--- config.mk ---
export PLATFORM = sky130hd
export DESIGN_NAME = phz_seq
export DESIGN_NICKNAME = d
export VERILOG_FILES = /design/src/include/phz_pkg.sv /design/src/hw/phz_pulse.sv /design/src/hw/phz_seq.sv
export SDC_FILE = /design/constraint.sdc
export NUM_CORES = 1
export LEC_CHECK = 0
export BUFFER_PORTS_ARGS = -buffer_cell sky130_fd_sc_hd__buf_4
export CAP_MARGIN = 10
export CORE_MARGIN = 2
export CORE_UTILIZATION = 30
export DETAILED_ROUTE_END_ITERATION = 6
export GPL_TIMING_DRIVEN = 0
export PLACE_DENSITY = 0.59
export SETUP_SLACK_MARGIN = 0.15
export SYNTH_ARGS = -nofsm -noshare
export SYNTH_HDL_FRONTEND = slang
export SYNTH_SLANG_ARGS = --single-unit
--- constraint.sdc ---
create_clock -name clk -period 5.3 [get_ports clk]
set_clock_uncertainty 0.15 [all_clocks]
set_input_delay 1.06 -clock clk [delete_from_list [all_inputs] [get_ports clk]]
set_output_delay 1.06 -clock clk [all_outputs]
set_load 0.02 [all_outputs]
--- src/include/phz_pkg.sv ---
/*
 phz_pkg: shared types and constants for the pc/sp hazard sequencer.
 assumes one core clock; instructions arrive already decoded into the
 descriptor struct below, one per executed instruction.
*/
`default_nettype none
package phz_pkg;
	// operation classes of an executed instruction
	typedef enum logic [3:0] {
		PHZ_OP_OTHER = 4'h0,
		PHZ_OP_CALL = 4'h1,
		PHZ_OP_CALL_ADDR = 4'h2,
		PHZ_OP_ADD_ADDR = 4'h3,
		PHZ_OP_SUB_ADDR = 4'h4,
		PHZ_OP_CMP_ADDR = 4'h5,
		PHZ_OP_MOVA = 4'h6,
		PHZ_OP_PUSH_EXT = 4'h7,
		PHZ_OP_INT_RETURN = 4'h8,
		PHZ_OP_NOP = 4'h9,
		PHZ_OP_EXT2 = 4'hA,
		PHZ_OP_LPM_SET = 4'hB
	} phz_op_t;

	// source and destination addressing modes
	typedef enum logic [2:0] {
		PHZ_AM_REG = 3'h0,
		PHZ_AM_INDEXED = 3'h1,
		PHZ_AM_ABSOLUTE = 3'h2,
		PHZ_AM_SYMBOLIC = 3'h3,
		PHZ_AM_INDIRECT = 3'h4,
		PHZ_AM_AUTOINC = 3'h5,
		PHZ_AM_IMMEDIATE = 3'h6
	} phz_am_t;

	localparam logic [3:0] PHZ_REG_PC = 4'h0;
	localparam logic [3:0] PHZ_REG_SP = 4'h1;
	localparam int PHZ_AW = 20;
	localparam logic [19:0] PHZ_WORD_STEP = 20'h00002;
	localparam logic [19:0] PHZ_ADDR_STEP = 20'h00004;
	localparam logic [19:0] PHZ_SHORT_OFFSET = 20'h00002;
	localparam int PHZ_NCASE = 7;
	// hazard index into the flag vector
	localparam int PHZ_H_CALL_SP = 0;
	localparam int PHZ_H_NEST_LPM = 1;
	localparam int PHZ_H_EXT_WB = 2;
	localparam int PHZ_H_NMI_WIDE = 3;
	localparam int PHZ_H_ADDR_PC = 4;
	localparam int PHZ_H_PUSH_SP = 5;
	localparam int PHZ_H_CALL_ADDR_PC = 6;

	// one executed instruction
	typedef struct packed {
		logic valid;
		phz_op_t op;
		phz_am_t src_mode;
		phz_am_t dst_mode;
		logic [3:0] src_reg;
		logic [3:0] dst_reg;
		logic extended;
		logic wide;
		logic [19:0] imm;
	} phz_instr_t;

	// architectural context seen alongside the instruction
	typedef struct packed {
		logic [19:0] pc;
		logic [19:0] sp;
		logic [19:0] sp_word;
		logic int_enable;
		logic in_isr;
		logic nmi_pending;
		logic irq_taken;
		logic nmi_taken;
	} phz_ctx_t;

	// anomalous results handed to the core
	typedef struct packed {
		logic fetch_valid;
		logic [19:0] fetch_addr;
		logic save_valid;
		logic [19:0] save_pc;
		logic pc_valid;
		logic [19:0] pc_value;
		logic sp_valid;
		logic [19:0] sp_value;
		logic force_wide;
		logic corrupt_next;
	} phz_fix_t;

	// registered state of the top module
	typedef struct packed {
		phz_instr_t prev;
		logic lpm_after_interrupt_return_instr;
		logic nmi_wide_armed;
		phz_fix_t fix;
		logic [6:0] hit;
	} phz_state_t;
endpackage
`default_nettype wire

--- src/hw/phz_pulse.sv ---
/*
 phz_pulse: registered strobe following a detect level one cycle later.
 assumes synchronous active-low reset on the core clock.
*/
`timescale 1ns/1ps
`default_nettype none
module phz_pulse (
	// clock and reset
	input wire logic clk,
	input wire logic reset_n,
	// detect in, strobe out
	input wire logic detect,
	output logic strobe
);
	logic state;
	logic next_state;

	always_comb
	begin
		next_state = detect;
	end

	always_ff @(posedge clk)
	begin
		if (!reset_n)
			state <= 1'b0;
		else
			state <= next_state;
	end

	assign strobe = state;
endmodule
`default_nettype wire

--- src/hw/phz_seq.sv ---
/*
 phz_seq: pc/sp sequencing anomalies of the core, applied to the stream
 of executed instructions. assumes in-order instructions with context
 from the core, one clock, synchronous active-low reset.
*/
`timescale 1ns/1ps
`default_nettype none
module phz_seq (
	// clock and reset
	input wire logic clk,
	input wire logic reset_n,
	// executed instruction and core context
	input wire phz_pkg::phz_instr_t instr,
	input wire phz_pkg::phz_ctx_t ctx,
	// anomalous results
	output phz_pkg::phz_fix_t fix,
	// per-case status strobes
	output logic [6:0] hazard
);
	phz_pkg::phz_state_t st;
	phz_pkg::phz_state_t next_st;
	logic [6:0] det;

	always_comb
	begin
		next_st = st;
		next_st.fix = '0;
		det = '0;
		// a nested irq consumes the lpm/return window only when it hits
		if (ctx.irq_taken && st.lpm_after_interrupt_return_instr)
		begin
			next_st.fix.save_valid = 1'b1;
			next_st.fix.save_pc = ctx.pc + phz_pkg::PHZ_WORD_STEP;
			det[phz_pkg::PHZ_H_NEST_LPM] = 1'b1;
			next_st.lpm_after_interrupt_return_instr = 1'b0;
		end
		if (ctx.nmi_taken && st.nmi_wide_armed)
		begin
			next_st.fix.force_wide = 1'b1;
			det[phz_pkg::PHZ_H_NMI_WIDE] = 1'b1;
			next_st.nmi_wide_armed = 1'b0;
		end
		if (instr.valid)
		begin
			// window closes on any further instruction, a nop included
			next_st.lpm_after_interrupt_return_instr = st.prev.valid && st.prev.op == phz_pkg::PHZ_OP_LPM_SET
				&& instr.op == phz_pkg::PHZ_OP_INT_RETURN && ctx.int_enable && ctx.in_isr;
			next_st.nmi_wide_armed = st.prev.valid && st.prev.op == phz_pkg::PHZ_OP_LPM_SET
				&& st.prev.src_mode == phz_pkg::PHZ_AM_INDEXED && ctx.nmi_pending
				&& instr.wide && instr.src_mode == phz_pkg::PHZ_AM_REG
				&& instr.dst_mode == phz_pkg::PHZ_AM_REG;
			unique case (instr.op)
				phz_pkg::PHZ_OP_CALL:
				begin
					if (instr.src_mode == phz_pkg::PHZ_AM_REG && instr.src_reg == phz_pkg::PHZ_REG_SP)
					begin
						// first stack word is never executed
						next_st.fix.fetch_valid = 1'b1;
						next_st.fix.fetch_addr = ctx.sp + phz_pkg::PHZ_WORD_STEP;
						det[phz_pkg::PHZ_H_CALL_SP] = 1'b1;
					end
				end
				phz_pkg::PHZ_OP_CALL_ADDR:
				begin
					if (instr.src_mode == phz_pkg::PHZ_AM_REG && instr.src_reg == phz_pkg::PHZ_REG_PC)
					begin
						next_st.fix.save_valid = 1'b1;
						next_st.fix.save_pc = ctx.pc + phz_pkg::PHZ_WORD_STEP
							- phz_pkg::PHZ_SHORT_OFFSET;
						det[phz_pkg::PHZ_H_CALL_ADDR_PC] = 1'b1;
					end
				end
				phz_pkg::PHZ_OP_ADD_ADDR, phz_pkg::PHZ_OP_SUB_ADDR, phz_pkg::PHZ_OP_CMP_ADDR:
				begin
					// only the short immediate form is affected; extended forms stay exact
					if (!instr.extended && instr.src_mode == phz_pkg::PHZ_AM_IMMEDIATE
						&& instr.dst_reg == phz_pkg::PHZ_REG_PC)
					begin
						det[phz_pkg::PHZ_H_ADDR_PC] = 1'b1;
						next_st.fix.pc_valid = instr.op != phz_pkg::PHZ_OP_CMP_ADDR;
						// pc counted past 2 bytes instead of 4
						if (instr.op == phz_pkg::PHZ_OP_SUB_ADDR)
							next_st.fix.pc_value = ctx.pc + phz_pkg::PHZ_WORD_STEP - instr.imm;
						else
							next_st.fix.pc_value = ctx.pc + phz_pkg::PHZ_WORD_STEP + instr.imm;
					end
				end
				phz_pkg::PHZ_OP_MOVA:
				begin
					// move is exact, so no fix is issued
					next_st.fix.pc_valid = 1'b0;
				end
				phz_pkg::PHZ_OP_PUSH_EXT:
				begin
					if (instr.src_mode == phz_pkg::PHZ_AM_AUTOINC && instr.src_reg == phz_pkg::PHZ_REG_SP)
					begin
						next_st.fix.sp_valid = 1'b1;
						next_st.fix.sp_value = ctx.sp_word;
						det[phz_pkg::PHZ_H_PUSH_SP] = 1'b1;
					end
				end
				phz_pkg::PHZ_OP_EXT2:
				begin
					if (st.prev.valid && st.prev.op == phz_pkg::PHZ_OP_EXT2 && st.prev.src_mode == phz_pkg::PHZ_AM_REG
						&& (st.prev.dst_mode == phz_pkg::PHZ_AM_INDEXED
						|| st.prev.dst_mode == phz_pkg::PHZ_AM_ABSOLUTE
						|| st.prev.dst_mode == phz_pkg::PHZ_AM_SYMBOLIC)
						&& instr.dst_reg == phz_pkg::PHZ_REG_PC
						&& (instr.src_mode == phz_pkg::PHZ_AM_INDIRECT
						|| instr.src_mode == phz_pkg::PHZ_AM_AUTOINC
						|| instr.src_mode == phz_pkg::PHZ_AM_INDEXED))
					begin
						next_st.fix.corrupt_next = 1'b1;
						det[phz_pkg::PHZ_H_EXT_WB] = 1'b1;
					end
				end
				phz_pkg::PHZ_OP_OTHER, phz_pkg::PHZ_OP_INT_RETURN, phz_pkg::PHZ_OP_NOP, phz_pkg::PHZ_OP_LPM_SET:
				begin
				end
				default:
				begin
				end
			endcase
			// a nop in between breaks every pairing
			next_st.prev = instr;
		end
		next_st.hit = det;
	end

	always_ff @(posedge clk)
	begin
		if (!reset_n)
			st <= '0;
		else
			st <= next_st;
	end

	assign fix = st.fix;

	genvar g;
	generate
		for (g = 0; g < phz_pkg::PHZ_NCASE; g++)
		begin : g_strobe
			phz_pulse u_pulse (
				.clk(clk),
				.reset_n(reset_n),
				.detect(st.hit[g]),
				.strobe(hazard[g])
			);
		end
	endgenerate
endmodule
`default_nettype wire

==> run metrics <==
post-synthesis sequential area ratio 0.342; GRT Util Overall 0.153; antenna violations before repair 0; Hold WC Path Type reg -> reg; post-synth design cell area 0.00637 mm^2; Design Area, Final 0.00847 mm^2; Slew Viols, Final 0; FF-to-FF Start st[94]$_SDFFE_PN0P_; DP Cell Count between 1k and 1.5k; vias per cell between 4 and 5; largest family of logic cells by synthesized area simple AND/OR/NAND/NOR gates; Die Area 0.0224 mm^2; Post-Syn Instances 744; Routed Antenna Nets 0; DR iter-0 viols 217; Clock transition at path regs about 80 ps; Crit Path Max Fanout 10; antenna cells 0; worst slew pin tran 793 ps; Worst Setup Start Kind primary input; RSZ-0062 raised after global routing false; Post-Synth Simple-Gate Area 0.251; Data required, critical path 5370 ps; Setup-failing EPs final 0; xor and xnor fraction of the mapped netlist area 0.111; GPL Wtd Cong 0.918; clock buffer depth 2; CTS root buf clkbuf_16; CORE AREA 0.0210 mm^2; Worst R2R End fix[49]$_SDFF_PN0_; total gr overflow 0; Post-Synth Adder-Cell Area 0.0418; post-synthesis mux area share 0.0159; syn_area_per_cell 8.57 um^2; Area growth, synth to finish 33.0%; Vias around 5.5k; CP Capture Point fix[41]$_SDFF_PN0_; Final Cycle Share 0.906; compound-gate portion of the synthesized area 0.0990; Clock Sinks 109; WL per Instance 14.1 um; Fillers about 2.2k; Worst Setup End Kind register; DR DRC count 0; I/O pin count 201; status finished, final reports clean; reg2reg path depth 5; Area after DPL 0.00815 mm^2; Final Net Count 1073; top cells by count, synth 109 x dfxtp_1, 102 x nor2_1, 96 x buf_4, 44 x xnor2_1, 40 x nand2_1; first-pass GRT wire length 26800 um; top cell type's share of synthesized area 0.342; worst IR drop on VDD 0.146 mV; Post-Syn Nets ~870; Synth Warn # 0; relative slew slack 0.467; pre-CTS setup slack -30.4 ps; fmax 208 MHz; hold path start st[6]$_SDFF_PN0_; Cell Pwr Density 220 mW/mm^2; post-layout util 0.404; Critical Path Source instr[39]; share of layout cells above drive strength 1 0.362; worst setup margin 498 ps; die width between 100 and 150 um; area leader, netlist dfxtp_1; Synth Flop Type dfxtp_1; number of synthesized flops with an enable pin 0; minimum clock period 4800 ps; vias in the first global route approximately 5.1k; Area contributors post-synth dfxtp_1 34%, buf_4 11%, xnor2_1 6.0%, nor2_1 6.0%, xor2_1 4.3%; Synth Register Bits 109; drt first pass iters 4; die height 150 um; most frequent cell after synthesis dfxtp_1; H-tree depth 3; CP arrival 4870 ps; row cnt 53; leakage ~3.9 nW; final wirelength 17300 um; MaxCap Viol Count 0; Worst R2R Setup Slack 3540 ps; CTS buffer count 9; Non-Filler Instances 1226; crit path kind in -> reg; fraction of registers with async set/reset 0; clock latency on the worst-skew pair 360 ps; Synth cell types 77; Final Hold Vio Count 0; total chip power about 0.0019 W; largest net degree at the start of global routing 23; Detailed Place HPWL around 14000 um; PortBufs 191; TritonCTS clock tree yes; Starting Density 0.304
[routing by layer]
| metal | global-route usage | share of wire | up-vias |
|---|---|---|---|
| li1 | - | - | 2838 |
| met1 | 0.205 | 0.47 | 2496 |
| met4 | 0.0429 | 0.016 | 0 |
| met5 | 0 | 0 | - |
| met3 | 0.0335 | 0.059 | 15 |
| met2 | 0.248 | 0.45 | 162 |
[where the power goes]
part           total (W)  internal (W)  switching, W
clock           0.000705      0.000341      0.000364
sequential      0.000826      0.000823    0.00000283
combinational   0.000335      0.000158      0.000178
[sequential cells by signal, summed over array words and instances, names as in the netlist]
register	cells
g_strobe.u_pulse.strobe	7
fix	85
st	17
[layout make-up]
cell class / count / area, um^2 / share of cell area
Buffer: 118 / 818 / 0.0966
Clock buffer: 9 / 225 / 0.0266
Clock inverter: 7 / 85.1 / 0.0100
Inverter: 19 / 71.3 / 0.00842
Multi-Input combinational cell: 498 / 3310 / 0.391
Sequential cell: 109 / 2180 / 0.257
Tap cell: 275 / 344 / 0.0406
Timing Repair Buffer: 191 / 1430 / 0.169
[worst min path at each step]
stage / to / slack [ps] / cells past startpoint
5_1_grt: g_strobe[4].u_pulse.strobe$_SDFF_PN0_ / 310 / 1
3_3_place_gp: g_strobe[6].u_pulse.strobe$_SDFF_PN0_ / 270 / 1
6_report: g_strobe[6].u_pulse.strobe$_SDFF_PN0_ / 290 / 1
4_1_cts: g_strobe[6].u_pulse.strobe$_SDFF_PN0_ / 290 / 1
3_5_place_dp: g_strobe[6].u_pulse.strobe$_SDFF_PN0_ / 270 / 1
2_1_floorplan: g_strobe[1].u_pulse.strobe$_SDFF_PN0_ / 260 / 1
[placed cells by master, fill, tap and decap left out, types with 6 or more instances in the layout]
cell         n
a211oi_1     9
a21oi_1     25
and2_1      34
and3_1      11
buf_4      287
clkbuf_1    14
clkbuf_16    9
dfxtp_1    109
ha_1        18
inv_1       19
mux2i_1      9
nand2_1     40
nand3_1     26
nand4_1     10
nor2_1     102
nor2b_1      7
nor3_1      18
nor3b_1      6
nor4_1       7
o21ai_0     16
xnor2_1     44
xor2_1      31
[what timing repair did]
action,in CTS,in global routing
hold buffers,0,0
setup endpoints to repair,0,2
resized for setup,0,2
setup buffers,0,0
[worst max-delay path: stages]
cell and delay, ps:
clkbuf_1 250, nor4b_4 500, buf_2 340, nor2_1 90, xnor2_1 170, ha_1 290, nor2b_1 170, o31a_1 280
o31a_1 290, o41ai_2 400, o31ai_2 130, a41oi_2 240, nor2_1 110, a311oi_2 280, xor2_1 180, nor2_1 60
[per-stage QoR]
stage | setup TNS [ps] | hold WS (ps)
floorplan | 0 | 262
global placement | -26.9 | 268
detailed placement | -30.4 | 271
CTS | 0 | 290
global route | 0 | 308
finish | 0 | 288
[kinds of logic (layout without fill, tap and decap cells)]
kind of cell | Yosys count | in the layout
xor+xnor | 78 | 78
compound gates | 90 | 90
flops | 109 | 109
mux | 10 | 10
fa+ha+maj | 21 | 21
simple gates | 299 | 299
buf+inv | 137 | 344
Note: power is estimated with default switching activity, not from simulation.
